<file path="src/shl_pkg.sv">
package shl_pkg;
  localparam int REF_CLK_HZ = 11059200;
  localparam int REF_BAUD = 9600;
  localparam logic [10:0] BIT_CYCLES = 11'(REF_CLK_HZ / REF_BAUD - 1);
  localparam logic [10:0] HALF_CYCLES = 11'(REF_CLK_HZ / REF_BAUD / 2 - 1);
  localparam logic [7:0] CH_COLON = 8'h3A;
  localparam logic [7:0] CH_SEMI = 8'h3B;
  localparam logic [7:0] CH_BANG = 8'h21;
  localparam logic [7:0] CH_Z = 8'h5A;
  localparam logic [7:0] ACK = 8'h06;
  localparam logic [7:0] NACK = 8'h15;
  localparam logic [7:0] PKT_ID0 = 8'h07;
  localparam logic [7:0] PKT_ID1 = 8'h0E;
  localparam logic [7:0] CMD_RUN = 8'h55;
  localparam logic [7:0] CMD_WRITE = 8'h57;
  localparam logic [7:0] CMD_ERASE = 8'h45;
  localparam logic [7:0] ERASE_ALL = 8'h41;
  localparam logic [7:0] ERASE_CODE = 8'h43;
  localparam logic [7:0] REC_DATA = 8'h00;
  localparam logic [7:0] REC_EOF = 8'h01;
  localparam logic [7:0] MAX_REC = 8'h10;
  localparam logic [7:0] MAX_PKT = 8'h19;
  localparam logic [4:0] OLD_ID_LEN = 5'h0B;
  localparam logic [4:0] NEW_ID_LEN = 5'h19;
  localparam int FIFO_DEPTH = 16;
  // identification strings: arbitrary neutral values
  localparam logic [87:0] OLD_ID = 88'h4C_44_52_30_30_30_31_20_61_62_63;
  localparam logic [191:0] NEW_ID =
    192'h58_59_5A_4C_44_52_20_56_32_2E_30_30_20_20_20_20_20_20_20_20_20_20_20_20;
  typedef struct packed {
    logic we;
    logic [15:0] addr;
    logic [7:0] data;
  } shl_mem_wr_type;
  typedef struct packed {
    logic go;
    logic [15:0] addr;
  } shl_run_type;
  typedef enum logic [2:0] {SRC_ACK, SRC_NACK, SRC_OLD_ID, SRC_NEW_ID} shl_src_type;
  typedef enum logic [3:0] {
    ST_ENTRY, ST_HUNT, ST_HEX, ST_RUNHEX, ST_NEWRST, ST_PKT1, ST_PKT, ST_PROG, ST_SEND
  } shl_state_type;
endpackage : shl_pkg

</file>
<file path="src/shl_loader.sv">
`timescale 1ns/1ns
// ----------------------------------------
// receive byte fifo
// ----------------------------------------
module shl_fifo #(
  parameter int WIDTH = 8,
  parameter int DEPTH = 16
) (
  input wire logic sys_clk_i,
  input wire logic reset_i,
  input wire logic in_valid_i,
  output logic in_ready_o,
  input wire logic [WIDTH-1:0] in_data_i,
  output logic out_valid_o,
  input wire logic out_ready_i,
  output logic [WIDTH-1:0] out_data_o
);
  localparam int AW = $clog2(DEPTH);
  logic [WIDTH-1:0] mem [DEPTH];
  logic [AW-1:0] wr_ptr;
  logic [AW-1:0] rd_ptr;
  logic [AW:0] count;
  logic push;
  logic pop;
  assign in_ready_o = (count != (AW + 1)'(DEPTH));
  assign out_valid_o = (count != '0);
  assign out_data_o = mem[rd_ptr];
  assign push = in_valid_i && in_ready_o;
  assign pop = out_valid_o && out_ready_i;
  always_ff @(posedge sys_clk_i) begin
    if (push) begin
      mem[wr_ptr] <= in_data_i;
    end
  end
  always_ff @(posedge sys_clk_i) begin
    if (reset_i) begin
      wr_ptr <= '0;
      rd_ptr <= '0;
      count <= '0;
    end else begin
      if (push) begin
        wr_ptr <= wr_ptr + 1'b1;
      end
      if (pop) begin
        rd_ptr <= rd_ptr + 1'b1;
      end
      if (push && !pop) begin
        count <= count + 1'b1;
      end else if (pop && !push) begin
        count <= count - 1'b1;
      end
    end
  end
endmodule : shl_fifo

// ----------------------------------------
// serial loader
// ----------------------------------------
module shl_loader #(
  parameter logic [10:0] BIT_CYCLES = shl_pkg::BIT_CYCLES,
  parameter logic [10:0] HALF_CYCLES = shl_pkg::HALF_CYCLES
) (
  input wire logic sys_clk_i,
  input wire logic reset_i,
  input wire logic new_gen_i,
  input wire logic uart_rx_i,
  output logic uart_tx_o,
  output shl_pkg::shl_mem_wr_type mem_wr_o,
  output logic erase_code_o,
  output logic erase_data_o,
  output shl_pkg::shl_run_type run_o,
  output logic overrun_o
);
  logic rx_s1, rx_s2, gen_s1, gen_s2, gen_new, gen_done;
  logic rx_busy, rx_valid, tx_busy, tx_go;
  logic [10:0] rx_cnt, tx_cnt;
  logic [3:0] rx_bit, tx_bit;
  logic [7:0] rx_sh, tx_byte;
  logic [9:0] tx_sh;
  logic f_ready, f_valid, take, pop;
  logic [7:0] f_data;
  shl_pkg::shl_state_type state;
  shl_pkg::shl_src_type src;
  logic [7:0] buf_mem [32];
  logic [7:0] len, idx, sum, bidx, pidx, pend, rec_type, hold, tx_sum;
  logic [15:0] addr;
  logic nib;
  logic [4:0] sidx, slen;
  logic [4:0] hv;
  logic [7:0] full_byte;

  function automatic logic [4:0] hex_val(input logic [7:0] c);
    if (c >= 8'h30 && c <= 8'h39) begin
      hex_val = {1'b1, 4'(c - 8'h30)};
    end else if (c >= 8'h41 && c <= 8'h46) begin
      hex_val = {1'b1, 4'(c - 8'h37)};
    end else if (c >= 8'h61 && c <= 8'h66) begin
      hex_val = {1'b1, 4'(c - 8'h57)};
    end else begin
      hex_val = 5'h00;
    end
  endfunction : hex_val

  // ----------------------------------------
  // pin synchronisers and generation strap
  // ----------------------------------------
  always_ff @(posedge sys_clk_i) begin
    rx_s1 <= uart_rx_i;
    rx_s2 <= rx_s1;
    gen_s1 <= new_gen_i;
    gen_s2 <= gen_s1;
  end
  always_ff @(posedge sys_clk_i) begin
    if (reset_i) begin
      gen_new <= 1'b0;
      gen_done <= 1'b0;
    end else if (!gen_done) begin
      gen_new <= gen_s2;
      gen_done <= 1'b1;
    end
  end

  // ----------------------------------------
  // uart receiver
  // ----------------------------------------
  always_ff @(posedge sys_clk_i) begin
    if (reset_i) begin
      rx_busy <= 1'b0;
      rx_cnt <= 11'h000;
      rx_bit <= 4'h0;
      rx_sh <= 8'h00;
      rx_valid <= 1'b0;
    end else begin
      rx_valid <= 1'b0;
      if (!rx_busy) begin
        if (!rx_s2) begin
          rx_busy <= 1'b1;
          rx_cnt <= HALF_CYCLES;
          rx_bit <= 4'h0;
        end
      end else if (rx_cnt != 11'h000) begin
        rx_cnt <= rx_cnt - 11'h001;
      end else begin
        rx_cnt <= BIT_CYCLES;
        if (rx_bit == 4'h0) begin
          rx_busy <= !rx_s2;
          rx_bit <= 4'h1;
        end else if (rx_bit <= 4'h8) begin
          rx_sh <= {rx_s2, rx_sh[7:1]};
          rx_bit <= rx_bit + 4'h1;
        end else begin
          rx_busy <= 1'b0;
          rx_valid <= rx_s2;
        end
      end
    end
  end
  always_ff @(posedge sys_clk_i) begin
    if (reset_i) begin
      overrun_o <= 1'b0;
    end else if (rx_valid && !f_ready) begin
      overrun_o <= 1'b1;
    end
  end

  shl_fifo #(.WIDTH(8), .DEPTH(shl_pkg::FIFO_DEPTH)) u_fifo (
    .sys_clk_i(sys_clk_i),
    .reset_i(reset_i),
    .in_valid_i(rx_valid),
    .in_ready_o(f_ready),
    .in_data_i(rx_sh),
    .out_valid_o(f_valid),
    .out_ready_i(take),
    .out_data_o(f_data)
  );

  // ----------------------------------------
  // uart transmitter
  // ----------------------------------------
  always_ff @(posedge sys_clk_i) begin
    if (reset_i) begin
      tx_busy <= 1'b0;
      tx_cnt <= 11'h000;
      tx_bit <= 4'h0;
      tx_sh <= 10'h3FF;
      uart_tx_o <= 1'b1;
    end else if (tx_go && !tx_busy) begin
      tx_busy <= 1'b1;
      tx_sh <= {1'b1, tx_byte, 1'b0};
      tx_cnt <= 11'h000;
      tx_bit <= 4'h0;
    end else if (tx_busy) begin
      if (tx_cnt != 11'h000) begin
        tx_cnt <= tx_cnt - 11'h001;
      end else if (tx_bit == 4'hA) begin
        tx_busy <= 1'b0;
      end else begin
        uart_tx_o <= tx_sh[0];
        tx_sh <= {1'b1, tx_sh[9:1]};
        tx_bit <= tx_bit + 4'h1;
        tx_cnt <= BIT_CYCLES;
      end
    end
  end

  // ----------------------------------------
  // command interpreter
  // ----------------------------------------
  assign take = (state inside {shl_pkg::ST_HUNT, shl_pkg::ST_HEX, shl_pkg::ST_RUNHEX,
                               shl_pkg::ST_NEWRST, shl_pkg::ST_PKT1, shl_pkg::ST_PKT});
  assign pop = take && f_valid;
  assign hv = hex_val(f_data);
  assign full_byte = {hold[3:0], hv[3:0]};

  always_ff @(posedge sys_clk_i) begin
    if (reset_i) begin
      state <= shl_pkg::ST_ENTRY;
      src <= shl_pkg::SRC_ACK;
      len <= 8'h00;
      idx <= 8'h00;
      sum <= 8'h00;
      bidx <= 8'h00;
      pidx <= 8'h00;
      pend <= 8'h00;
      rec_type <= 8'h00;
      hold <= 8'h00;
      nib <= 1'b0;
      addr <= 16'h0000;
      sidx <= 5'h00;
      slen <= 5'h00;
      tx_go <= 1'b0;
      tx_byte <= 8'h00;
      tx_sum <= 8'h00;
      mem_wr_o <= '0;
      run_o <= '0;
      erase_code_o <= 1'b0;
      erase_data_o <= 1'b0;
    end else begin
      tx_go <= 1'b0;
      mem_wr_o.we <= 1'b0;
      run_o.go <= 1'b0;
      erase_code_o <= 1'b0;
      erase_data_o <= 1'b0;
      case (state)
        shl_pkg::ST_ENTRY: begin
          if (gen_done) begin
            if (!gen_new) begin
              erase_code_o <= 1'b1;
              erase_data_o <= 1'b1;
              src <= shl_pkg::SRC_OLD_ID;
              slen <= shl_pkg::OLD_ID_LEN;
              sidx <= 5'h00;
              state <= shl_pkg::ST_SEND;
            end else begin
              state <= shl_pkg::ST_HUNT;
            end
          end
        end
        shl_pkg::ST_HUNT: begin
          if (pop) begin
            idx <= 8'h00;
            sum <= 8'h00;
            bidx <= 8'h00;
            nib <= 1'b0;
            sidx <= 5'h00;
            if (f_data == shl_pkg::CH_BANG && !gen_new) begin
              src <= shl_pkg::SRC_OLD_ID;
              slen <= shl_pkg::OLD_ID_LEN;
              state <= shl_pkg::ST_SEND;
            end else if (f_data == shl_pkg::CH_BANG) begin
              state <= shl_pkg::ST_NEWRST;
            end else if (f_data == shl_pkg::CH_COLON && !gen_new) begin
              state <= shl_pkg::ST_HEX;
            end else if (f_data == shl_pkg::CH_SEMI && !gen_new) begin
              state <= shl_pkg::ST_RUNHEX;
            end else if (f_data == shl_pkg::PKT_ID0 && gen_new) begin
              state <= shl_pkg::ST_PKT1;
            end
          end
        end
        shl_pkg::ST_HEX: begin
          if (pop) begin
            nib <= !nib;
            hold <= {4'h0, hv[3:0]};
            if (!hv[4]) begin
              src <= shl_pkg::SRC_NACK;
              slen <= 5'h01;
              state <= shl_pkg::ST_SEND;
            end else if (nib) begin
              sum <= sum + full_byte;
              idx <= idx + 8'h01;
              if (idx == 8'h00) begin
                len <= full_byte;
              end else if (idx == 8'h01) begin
                addr[15:8] <= full_byte;
              end else if (idx == 8'h02) begin
                addr[7:0] <= full_byte;
              end else if (idx == 8'h03) begin
                rec_type <= full_byte;
              end else if (idx - 8'h04 < len && bidx < shl_pkg::MAX_REC) begin
                buf_mem[bidx[4:0]] <= full_byte;
                bidx <= bidx + 8'h01;
              end
              if (idx >= 8'h04 && idx - 8'h04 == len) begin
                slen <= 5'h01;
                pidx <= 8'h00;
                pend <= len;
                if (8'(sum + full_byte) != 8'h00 || len > shl_pkg::MAX_REC ||
                    rec_type > shl_pkg::REC_EOF) begin
                  src <= shl_pkg::SRC_NACK;
                  state <= shl_pkg::ST_SEND;
                end else begin
                  src <= shl_pkg::SRC_ACK;
                  state <= (rec_type == shl_pkg::REC_DATA) ? shl_pkg::ST_PROG :
                           shl_pkg::ST_SEND;
                end
              end
            end
          end
        end
        shl_pkg::ST_RUNHEX: begin
          if (pop) begin
            slen <= 5'h01;
            if (!hv[4]) begin
              src <= shl_pkg::SRC_NACK;
              state <= shl_pkg::ST_SEND;
            end else begin
              addr <= {addr[11:0], hv[3:0]};
              idx <= idx + 8'h01;
              if (idx == 8'h03) begin
                run_o.go <= 1'b1;
                run_o.addr <= {addr[11:0], hv[3:0]};
                src <= shl_pkg::SRC_ACK;
                state <= shl_pkg::ST_SEND;
              end
            end
          end
        end
        shl_pkg::ST_NEWRST: begin
          if (pop) begin
            idx <= idx + 8'h01;
            sum <= sum + f_data;
            if (f_data == shl_pkg::CH_BANG) begin
              idx <= 8'h00;
              sum <= 8'h00;
            end else if ((idx == 8'h00 && f_data != shl_pkg::CH_Z) ||
                (idx == 8'h01 && f_data != 8'h00)) begin
              state <= shl_pkg::ST_HUNT;
            end else if (idx == 8'h02) begin
              tx_sum <= 8'h00;
              src <= shl_pkg::SRC_NEW_ID;
              slen <= shl_pkg::NEW_ID_LEN;
              state <= (8'(sum + f_data) == 8'h00) ? shl_pkg::ST_SEND :
                       shl_pkg::ST_HUNT;
            end
          end
        end
        shl_pkg::ST_PKT1: begin
          if (pop) begin
            state <= (f_data == shl_pkg::PKT_ID1) ? shl_pkg::ST_PKT : shl_pkg::ST_HUNT;
          end
        end
        shl_pkg::ST_PKT: begin
          if (pop) begin
            idx <= idx + 8'h01;
            sum <= sum + f_data;
            slen <= 5'h01;
            src <= shl_pkg::SRC_NACK;
            if (idx == 8'h00) begin
              len <= f_data;
              if (f_data == 8'h00 || f_data > shl_pkg::MAX_PKT) begin
                state <= shl_pkg::ST_SEND;
              end
            end else if (idx <= len) begin
              buf_mem[bidx[4:0]] <= f_data;
              bidx <= bidx + 8'h01;
            end else begin
              state <= shl_pkg::ST_SEND;
              if (8'(sum + f_data) == 8'h00) begin
                src <= shl_pkg::SRC_ACK;
                if (buf_mem[0] == shl_pkg::CMD_RUN && len >= 8'h04) begin
                  run_o.go <= 1'b1;
                  run_o.addr <= {buf_mem[2], buf_mem[3]};
                end else if (buf_mem[0] == shl_pkg::CMD_WRITE && len >= 8'h05) begin
                  addr <= {buf_mem[2], buf_mem[3]};
                  pidx <= 8'h04;
                  pend <= len;
                  state <= shl_pkg::ST_PROG;
                end else if (buf_mem[0] == shl_pkg::CMD_ERASE &&
                             buf_mem[1] == shl_pkg::ERASE_ALL) begin
                  erase_code_o <= 1'b1;
                  erase_data_o <= 1'b1;
                end else if (buf_mem[0] == shl_pkg::CMD_ERASE &&
                             buf_mem[1] == shl_pkg::ERASE_CODE) begin
                  erase_code_o <= 1'b1;
                end else begin
                  src <= shl_pkg::SRC_NACK;
                end
              end
            end
          end
        end
        shl_pkg::ST_PROG: begin
          if (pidx == pend) begin
            state <= shl_pkg::ST_SEND;
          end else begin
            mem_wr_o.we <= 1'b1;
            mem_wr_o.addr <= addr;
            mem_wr_o.data <= buf_mem[pidx[4:0]];
            addr <= addr + 16'h0001;
            pidx <= pidx + 8'h01;
          end
        end
        shl_pkg::ST_SEND: begin
          if (sidx == slen) begin
            state <= shl_pkg::ST_HUNT;
          end else if (!tx_busy && !tx_go) begin
            tx_go <= 1'b1;
            sidx <= sidx + 5'h01;
            case (src)
              shl_pkg::SRC_ACK: tx_byte <= shl_pkg::ACK;
              shl_pkg::SRC_NACK: tx_byte <= shl_pkg::NACK;
              shl_pkg::SRC_OLD_ID: tx_byte <= shl_pkg::OLD_ID[8 * (10 - sidx) +: 8];
              default: begin
                if (sidx == shl_pkg::NEW_ID_LEN - 5'h01) begin
                  tx_byte <= 8'h00 - tx_sum;
                end else begin
                  tx_byte <= shl_pkg::NEW_ID[8 * (23 - sidx) +: 8];
                  tx_sum <= tx_sum + shl_pkg::NEW_ID[8 * (23 - sidx) +: 8];
                end
              end
            endcase
          end
        end
        default: state <= shl_pkg::ST_HUNT;
      endcase
    end
  end
endmodule : shl_loader

</file>
<file path="config.mk">
export PLATFORM = sky130hd
export DESIGN_NAME = shl_loader
export DESIGN_NICKNAME = d
export VERILOG_FILES = /design/src/shl_pkg.sv /design/src/shl_loader.sv
export SDC_FILE = /design/constraint.sdc
export NUM_CORES = 1
export LEC_CHECK = 0
export BUFFER_PORTS_ARGS = -buffer_cell sky130_fd_sc_hd__buf_2
export CORE_ASPECT_RATIO = 1.25
export CORE_MARGIN = 5
export CORE_UTILIZATION = 45
export CTS_CLUSTER_DIAMETER = 100
export CTS_CLUSTER_SIZE = 25
export DETAILED_ROUTE_END_ITERATION = 8
export PLACE_DENSITY = 0.59
export SLEW_MARGIN = 20
export SYNTH_ARGS = -nofsm -noshare
export SYNTH_HDL_FRONTEND = slang
export SYNTH_HIERARCHICAL = 1
export SYNTH_SLANG_ARGS = --single-unit
</file>
<file path="constraint.sdc">
create_clock -name sys_clk_i -period 4.6 [get_ports sys_clk_i]
set_input_delay 0.46 -clock sys_clk_i [delete_from_list [all_inputs] [get_ports sys_clk_i]]
set_output_delay 0.46 -clock sys_clk_i [all_outputs]
set_load 0.02 [all_outputs]
</file>
==> flow_metrics.py, run 1 <==
metrics = {
    "detailed_routing": {
        "detail-route-antenna-nets": 0,
        "drc": 0,
        "drt_iter0_drc": 1749,
        "routed_via_density": 5.89,
        "vias": 19400,
        "wl_per_cell_um": 22.4,
        "dr.pass1.iters": 6,
        "wirelength_um": 73800,
    },
    "place": {
        "placedInstanceArea_mm2": 0.0304,
        "place_congestion": 0.897,
        "io_buffers": 49,
        "hpwl_um": 52100,
    },
    "grt": {
        "met2_usage": 0.360,
        "grt_usage": 0.209,
        "grt_pass1_vias": 19100,
        "met1_usage": 0.282,
        "antenna_found_initial": 0,
        "grt_pass1_wl_um": 114000,
        "grt_remaining_overflow": 0,
        "grt_max_degree": 79,
        "grt_most_used_layer": "met2",
        "grt_util_met3": 0.0154,
    },
    "floorplan": {
        "core_mm2": 0.0629,
        "ios": 50,
        "die_w_um": 235,
        "dieArea_mm2": 0.0684,
        "start_util": 0.453,
        "die_y_um": 291,
        "rows": 103,
    },
    "sta": {
        "whs_ps": 234,
        "final-hold-violation-count": 0,
        "setup_violations": 3,
        "worst_pin_slew_ps": 1040,
        "grt_setup_unrepaired": "true",
        "setup_slack_ps": -118,
        "layout_min_cycle_time_ps": 4720,
        "slew-limit-headroom": 0.301,
        "period_share": 1.03,
        "max_freq_ghz": 0.212,
        "slew_violations": 0,
        "skew_ps": 31.7,
    },
    "synth": {
        "synth_edf_count": 384,
        "synth_area_mm2": 0.0285,
        "yosys_warnings": 6,
        "synth_area_per_cell_um2": 12.4,
        "ys_ff_latch": 617,
        "syn_nets": 2389,
        "synth.distinct_cells": 99,
        "synthCells": 2305,
        "async_flop_share": 0,
        "synth-seq-area-share": 0.569,
        "synthFlopType": "edfxtp_1",
    },
    "clocking": {
        "htreeDepth": 1,
        "root_buffer": "clkbuf_16",
        "cts_made_buffers": 30,
        "path_clk_slew_ps": 110,
        "cts_sinks": 617,
        "clk_latency_ps": 630,
        "tritoncts": "built",
        "cts_buffer_depth": 3,
    },
    "worst_setup_path": {
        "critical_path_class": "reg2reg",
        "critical_path.max_fanout": 7,
        "arrival_ps": 5200,
        "cp_data_required_time_ps": 5080,
        "end_kind": "flip-flop",
        "critPathLaunchType": "flip-flop",
    },
    "power_and_ir_drop": {
        "p_per_area_mw_per_mm2": 379,
        "p_leak_nw": 11.1,
        "peakVddDrop_mv": 0.381,
    },
    "layout": {
        "layout_common_cells": "edfxtp_1, nor2_1, dfxtp_1, buf_4, nand2_1",
        "n_antenna_cell": 0,
        "design_area_mm2": 0.0319,
        "nets": 2516,
        "nFillCells": 5544,
        "final_common_cell": "edfxtp_1",
        "drive_gt1_frac": 0.208,
        "area_delta_synth_final_pct": 12.1,
    },
    "status": {
        "violations": "negative setup slack",
        "outcome": "finished, violations left",
    },
    "hold_path": {
        "hold_path.class": "in2reg",
    },
    "flow_run": {
        "max-cap-violations": 0,
    },
}
-- cell usage after synthesis, types with 8 or more instances --
cell type	instances	share of area
edfxtp_1	384	0.40
nor2_1	273	0.036
dfxtp_1	233	0.16
nand2_1	161	0.021
mux4_2	112	0.089
a21oi_1	110	0.019
clkbuf_1	81	0.011
ha_1	76	0.033
mux2i_1	69	0.024
o21ai_0	68	0.012
inv_1	61	0.0080
nand3_1	57	0.010
nor3_1	47	0.0083
xor2_1	37	0.011
xnor2_1	33	0.010
a22oi_1	30	0.0079
buf_2	29	0.0051
a211oi_1	24	0.0063
and3_1	21	0.0046
nand4_1	21	0.0046
a31oi_1	20	0.0044
nand2b_1	20	0.0044
nor4_1	17	0.0037
a311oi_1	15	0.0046
nor2b_1	15	0.0033
o31ai_1	15	0.0040
buf_1	14	0.0018
or3_1	14	0.0031
nand3b_1	13	0.0034
a21o_1	12	0.0032
nor3b_1	12	0.0032
a222oi_1	10	0.0035
a21oi_2	9	0.0028
a22oi_2	9	0.0040
and2_1	9	0.0020
nor4b_1	9	0.0028
or2_2	9	0.0020
mux2_2	8	0.0032
-- metal layers --
metal  part of all wire  vias to the layer above
li1                   -                     8937
met1               0.42                     9750
met2               0.49                      589
met3              0.044                      138
met4              0.041                        0
met5                  0                        -
-- critical path: stages (launching register included) --
cell	delay, ps
dfxtp_4	400
buf_12	140
buf_12	130
mux4_2	500
a22oi_2	200
nand2_2	90
or3b_4	410
a211oi_4	240
nand2_1	90
a21boi_4	140
inv_2	70
ha_4	140
inv_4	30
fa_2	380
buf_4	140
xor2_1	250
nand4_1	140
nor2_1	180
nand4_1	170
or3_1	400
o21a_1	120
o21ai_2	130
a21oi_2	70
-- timing repair --
action                     in CTS  in global routing
cloned                          1                  0
pin swaps                      19                 21
hold endpoints to repair        2                  0
resized for setup              22                 31
hold buffers                    2                  0
setup endpoints to repair       7                 70
setup buffers                  28                 12
-- cell type report --
| class | count | area [um^2] | area share |
|---|---|---|---|
| clock buffers | 50 | 826 | 0.0259 |
| clock inverters | 5 | 81.3 | 0.00255 |
| flip-flops and latches | 617 | 16200 | 0.508 |
| inverters | 64 | 243 | 0.00761 |
| repair buffers | 224 | 1690 | 0.0531 |
| multi-input cells | 1495 | 11800 | 0.370 |
| well taps | 840 | 1050 | 0.0329 |
-- flip-flops by register name, summed over array words and instances (netlist names), 8 cells and up, named ones only --
register / flops
tx_sh: 9
rx_cnt: 11
u_fifo/mem: 128
tx_byte: 8
len: 8
idx: 8
mem_wr_o: 25
sum: 8
addr: 16
tx_cnt: 11
rec_type: 8
pidx: 8
buf_mem: 256
tx_sum: 8
bidx: 8
run_o: 17
rx_sh: 8
pend: 8
-- power breakdown --
part           total, W  switching [W]  internal [W]
clock           0.00305        0.00178       0.00127
sequential      0.00618       0.000178       0.00600
combinational   0.00288        0.00164       0.00124
-- worst paths after layout --
kind / from / end / slack, ps / depth (start not counted)
worst min-delay path: reset_i / rec_type[6] / 230 / 2
worst max register to register: flip-flop / src[0] / -120 / 22
worst min register to register: gen_s1 / gen_s2 / 340 / 0
worst max-delay path: flip-flop / src[0] / -120 / 22
-- per-stage QoR --
step           setup slack, ps   util  TNS (ps)  instances  power (W)
2_1_floorplan             6.38      -         0       2305    0.00805
3_3_place_gp              -167  0.484      -419       3203    0.00878
3_5_place_dp              -228  0.484      -700       3203    0.00882
4_1_cts                   -140  0.504      -422       3289     0.0121
5_1_grt                   -372  0.508     -8840       3295     0.0127
6_report                  -118  0.508      -307       3295     0.0121
-- logic make-up after synthesis --
group	after synthesis	synth area share
DFF	617	0.569
muxes	189	0.116
and+or+nand+nor	742	0.129
xor gates and xnor gates	70	0.0215
buffers and inverters	193	0.0279
adders and majority gates	80	0.0362
AOI/OAI and AO/OA	414	0.101
Note: power is estimated with default switching activity, not from simulation.
==> run 2, diff against run 1 <==
CAP_MARGIN = 20   (was not set)
CTS_BUF_LIST = sky130_fd_sc_hd__clkbuf_4 sky130_fd_sc_hd__clkbuf_8   (was not set)
REMOVE_ABC_BUFFERS = 1   (was not set)
==> run 2 against run 1 <==
Clock power down 20%. The run still ends with negative setup slack left. Largest cell class unchanged. Final cell count down 0.67%. Power down 6.8%. Critical endpoint unchanged. Largest power group unchanged. Critical path depth down 3. Critical path type unchanged. Sequential power about the same. Maximum frequency up 0.71%. Routed wire length down 2.9%. Clock skew up 60 ps. Non-clock buffer count down 21.
==> flow_metrics.py, run 2 (same netlist as run 1, synthesis figures left out) <==
metrics = {
    "status": {
        "outcome": "finished, violations left",
        "violations": "negative setup slack",
    },
    "clocking": {
        "cts_sinks": 617,
        "cts_buffer_depth": 3,
        "cts_made_buffers": 29,
        "htreeDepth": 1,
        "clk_latency_ps": 730,
        "path_clk_slew_ps": 160,
        "tritoncts": "built",
        "root_buffer": "clkbuf_8",
    },
    "sta": {
        "setup_violations": 2,
        "skew_ps": 91.9,
        "period_share": 1.02,
        "grt_setup_unrepaired": "true",
        "layout_min_cycle_time_ps": 4680,
        "slew-limit-headroom": 0.314,
        "worst_pin_slew_ps": 1030,
        "final-hold-violation-count": 0,
        "setup_slack_ps": -84.5,
        "max_freq_ghz": 0.213,
        "slew_violations": 0,
    },
    "detailed_routing": {
        "wirelength_um": 71600,
        "vias": 19100,
        "routed_via_density": 5.84,
        "dr.pass1.iters": 6,
        "detail-route-antenna-nets": 0,
        "wl_per_cell_um": 21.9,
        "drt_iter0_drc": 1702,
        "drc": 0,
    },
    "floorplan": {
        "die_y_um": 291,
        "rows": 103,
        "core_mm2": 0.0629,
        "dieArea_mm2": 0.0684,
        "start_util": 0.453,
        "die_w_um": 235,
        "ios": 50,
    },
    "grt": {
        "grt_max_degree": 108,
        "grt_remaining_overflow": 0,
        "grt_usage": 0.202,
        "grt_pass1_wl_um": 111000,
        "grt_most_used_layer": "met2",
        "met2_usage": 0.358,
        "grt_util_met3": 0.0202,
        "antenna_found_initial": 2,
        "met1_usage": 0.266,
        "grt_pass1_vias": 19000,
    },
    "worst_setup_path": {
        "critical_path.max_fanout": 6,
        "critical_path_class": "reg2reg",
        "arrival_ps": 5280,
        "end_kind": "flip-flop",
        "critPathLaunchType": "flip-flop",
        "cp_data_required_time_ps": 5190,
    },
    "hold_path": {
        "hold_path.class": "in2reg",
        "hp-start": "reset_i",
    },
    "power_and_ir_drop": {
        "swShare": 0.304,
        "pwr-share-seq": 0.549,
        "switching_power_w": 0.00343,
        "p_leak_nw": 10.9,
        "combinationalPowerShare": 0.235,
        "clkPwrFrac": 0.216,
        "peakVddDrop_mv": 0.215,
        "internal_power_w": 0.00786,
        "power_w": 0.0113,
        "p_per_area_mw_per_mm2": 359,
    },
    "place": {
        "placedInstanceArea_mm2": 0.0303,
        "io_buffers": 49,
        "hpwl_um": 49800,
        "place_congestion": 0.921,
    },
    "layout": {
        "largest_reg_flops": 256,
        "area_delta_synth_final_pct": 10.4,
        "layout_common_cells": "edfxtp_1, nor2_1, dfxtp_1, nand2_1, buf_4",
        "nFillCells": 5607,
        "drive_gt1_frac": 0.208,
        "design_area_mm2": 0.0314,
        "nets": 2494,
        "final_common_cell": "edfxtp_1",
    },
    "flow_run": {
        "max-cap-violations": 0,
    },
}
==> run 2: layout make-up <==
| cell class | count | area [um^2] | area share |
|---|---|---|---|
| clock inverters | 4 | 50.0 | 0.00159 |
| clock buffers | 49 | 549 | 0.0175 |
| flip-flops and latches | 617 | 16200 | 0.516 |
| inverters | 64 | 243 | 0.00772 |
| diodes | 1 | 2.50 | 0.0000796 |
| repair buffers | 203 | 1480 | 0.0472 |
| multi-input cells | 1495 | 11800 | 0.377 |
| well taps | 840 | 1050 | 0.0334 |
==> run 2: path summary, 6_finish.rpt <==
kind | cells after the start | slack (ps) | end
worst max-delay path | 19 | -80 | src[0]
worst min-delay path | 2 | 250 | mem_wr_o[20]
worst max register to register | 19 | -80 | src[0]
worst min register to register | 0 | 350 | gen_s2
==> run 2: worst max-delay path, stage by stage (launching register included) <==
cell	delay, ps
dfxtp_4	450
buf_8	150
mux4_2	520
a22oi_2	220
nand2_2	120
ha_4	200
buf_4	140
o311a_4	380
buf_4	160
a22oi_2	220
inv_1	90
ha_1	280
nand3_1	160
and4b_1	220
a211oi_2	60
or4_4	570
or3_1	370
o21a_1	110
o21ai_1	120
a21oi_1	70
==> run 2: timing repair <==
item / in CTS / in global routing
hold endpoints to repair: 2 / 0
hold buffers: 2 / 0
pin swaps: 22 / 28
resized for setup: 43 / 36
setup endpoints to repair: 6 / 59
buffers inserted: 10 / 4
==> run 2: per-stage QoR <==
step	instances	hold slack (ps)	worst slack (ps)	utilization	TNS, ps
after detailed placement	3203	319	-409	0.483	-1670
final	3273	247	-84.5	0.500	-104
after CTS	3268	226	10.3	0.496	0
after global placement	3203	323	-316	0.483	-1120
after global routing	3273	243	-302	0.500	-1040
after floorplan	2176	310	-1290	-	-517590
==> run 2: power groups by stage <==
stage / Combinational, W / Clock, W / Sequential [W]
4_1_cts: 0.00258 / 0.00253 / 0.00619
5_1_grt: 0.00289 / 0.00272 / 0.00622
6_report: 0.00266 / 0.00244 / 0.00619
3_5_place_dp: 0.00247 / 0 / 0.00630
2_1_floorplan: 0.00157 / 0 / 0.00631
3_3_place_gp: 0.00243 / 0 / 0.00630
==> run 2: metal layers <==
layer  up-vias  share of wire  routed length, um
met2       522           0.51              36300
met4         0          0.030               2170
met1      9587           0.41              29700
met3       124          0.048               3410
met5         -              0                  0
li1       8893              -                  -
==> run 3, diff against run 2 <==
BUFFER_PORTS_ARGS = -buffer_cell sky130_fd_sc_hd__clkbuf_2   (was -buffer_cell sky130_fd_sc_hd__buf_2)
SKIP_LAST_GASP = 1   (was not set)
==> run 3 against run 2 <==
The flow still finishes with violations (negative setup slack). Power up 1.5%. Largest cell class unchanged. Clock-buffer cell count stayed put. Worst setup slack gained 84 ps. Maximum frequency rose by 1.8%. Highest routed layer unchanged. Critical path type unchanged. Sequential cell count unchanged. Final cell count up 0.40%.
==> flow_metrics.py, run 3 (same netlist as run 1, synthesis figures left out) <==
metrics = {
    "status": {
        "outcome": "finished, violations left",
        "violations": "negative setup slack",
    },
    "layout": {
        "nets": 2505,
        "drive_gt1_frac": 0.208,
        "layout_common_cells": "edfxtp_1, nor2_1, dfxtp_1, nand2_1, buf_4",
        "largest_reg_flops": 256,
        "final_common_cell": "edfxtp_1",
        "layout.cells.non_filler": 3286,
        "area_delta_synth_final_pct": 10.9,
        "design_area_mm2": 0.0316,
        "nFillCells": 5536,
    },
    "detailed_routing": {
        "vias": 19100,
        "detail-route-antenna-nets": 0,
        "drt_iter0_drc": 1597,
        "dr.pass1.iters": 6,
        "drc": 0,
        "wl_per_cell_um": 21.9,
        "wirelength_um": 71800,
        "routed_via_density": 5.82,
    },
    "power_and_ir_drop": {
        "internal_power_w": 0.00797,
        "p_leak_nw": 10.9,
        "pwr-share-seq": 0.539,
        "swShare": 0.304,
        "switching_power_w": 0.00349,
        "combinationalPowerShare": 0.237,
        "peakVddDrop_mv": 0.249,
        "power_w": 0.0115,
        "clkPwrFrac": 0.224,
        "p_per_area_mw_per_mm2": 363,
    },
    "floorplan": {
        "core_mm2": 0.0629,
        "ios": 50,
        "die_w_um": 235,
        "die_y_um": 291,
        "rows": 103,
        "dieArea_mm2": 0.0684,
        "start_util": 0.453,
    },
    "worst_setup_path": {
        "r2r-end": "src[0]",
        "r2r_cells": 21,
        "critPathLaunchType": "flip-flop",
        "end_kind": "flip-flop",
        "arrival_ps": 5240,
        "cp_data_required_time_ps": 5240,
        "critical_path.max_fanout": 8,
        "reg2reg_slack_ps": -0.006,
        "critical_path_class": "reg2reg",
    },
    "grt": {
        "grt_pass1_wl_um": 112000,
        "grt_max_degree": 150,
        "antenna_found_initial": 1,
        "grt_pass1_vias": 18900,
        "grt_usage": 0.202,
        "grt_remaining_overflow": 0,
    },
    "clocking": {
        "cts_made_buffers": 30,
        "tritoncts": "built",
        "cts_buffer_depth": 3,
        "root_buffer": "clkbuf_8",
        "cts_sinks": 617,
        "htreeDepth": 1,
        "clk_latency_ps": 770,
        "path_clk_slew_ps": 170,
    },
    "hold_path": {
        "hold_path.class": "in2reg",
        "holdPathStages": 2,
        "hp-start": "reset_i",
        "holdPathEnd": "mem_wr_o[21]",
    },
    "sta": {
        "slew-limit-headroom": 0.394,
        "layout_min_cycle_time_ps": 4600,
        "worst_pin_slew_ps": 906,
        "slew_violations": 0,
        "setup_violations": 1,
        "setup_slack_ps": -0.00577,
        "whs_ps": 69.8,
        "skew_ps": 93.2,
        "final-hold-violation-count": 0,
        "fin_tns_setup_ps": -0.00577,
        "grt_setup_unrepaired": "true",
        "period_share": 1.00,
        "max_freq_ghz": 0.217,
    },
    "flow_run": {
        "max-cap-violations": 0,
    },
    "place": {
        "place_congestion": 0.943,
        "io_buffers": 49,
        "hpwl_um": 49300,
        "placedInstanceArea_mm2": 0.0304,
        "place_inst": 3198,
    },
}
-- run 3: changes by cell type in the layout (fill, tap and decap cells not counted), moves of 4 or more --
cell,before,now
clkbuf_2,0,48
buf_2,48,0
buf_4,142,146
buf_12,3,9
-- run 3: per-stage QoR --
step	setup WS [ps]	utilization
floorplan	-1290	-
finish	-0.00577	0.502
global route	-207	0.502
detailed placement	-356	0.483
CTS	-57.3	0.498
global placement	-252	0.483
-- run 3: critical path: stages (launching register included) --
cell      delay (ps)
dfxtp_4          410
buf_12           140
buf_6            110
mux4_2           500
a22oi_2          190
nand2_1           90
or3b_4           410
a211oi_4         250
nand2_1           80
a21boi_4         150
inv_2             70
ha_4             130
inv_2             40
fa_2             330
nand3b_1         200
nand4_1          110
nand3b_1         100
or4_4            590
or3_1            360
o21a_1           110
o21ai_1          110
a21oi_1           70
-- run 3: how the worst max path moves through the flow --
stage,start,endpoint,slack [ps],cells after the start
3_5_place_dp,flip-flop,src[0],-360,22
6_report,flip-flop,src[0],-0.006,21
2_1_floorplan,flip-flop,src[0],-1290,21
4_1_cts,flip-flop,src[0],-60,21
5_1_grt,flip-flop,src[0],-210,24
3_3_place_gp,flip-flop,src[0],-250,21
-- run 3: repair_timing --
item / 4_1_cts / 5_1_grt
setup endpoints to repair: 5 / 92
gates cloned: 1 / 2
gates resized for setup: 24 / 39
pin swaps: 12 / 17
hold endpoints to repair: 2 / 0
buffers inserted: 17 / 11
hold buffers: 2 / 0
-- run 3: final cells by class --
type                       instances  area, um^2  share of cell area
clock inverter                     7        95.1             0.00301
timing repair buffer             213        1650              0.0524
clock buffer                      49         562              0.0178
inverter                          64         240             0.00761
sequential                       617       16200               0.513
tap                              840        1050              0.0333
multi-input combinational       1495       11800               0.372
antenna                            1        2.50           0.0000793
-- run 3: per-layer routing --
metal | up-vias | wire length [um] | global-route usage
li1 | 8890 | - | -
met1 | 9565 | 30000 | 0.269
met2 | 554 | 36100 | 0.354
met3 | 114 | 3570 | 0.0236
met4 | 0 | 2060 | 0.0564
met5 | - | 0 | 0
-- run 3: power by group through the flow --
| stage | Clock, W | Sequential (W) | Combinational, W |
|---|---|---|---|
| after floorplan | 0 | 0.00631 | 0.00157 |
| final | 0.00256 | 0.00618 | 0.00272 |
| after detailed placement | 0 | 0.00629 | 0.00250 |
| after CTS | 0.00266 | 0.00617 | 0.00263 |
| after global placement | 0 | 0.00629 | 0.00246 |
| after global routing | 0.00283 | 0.00620 | 0.00297 |
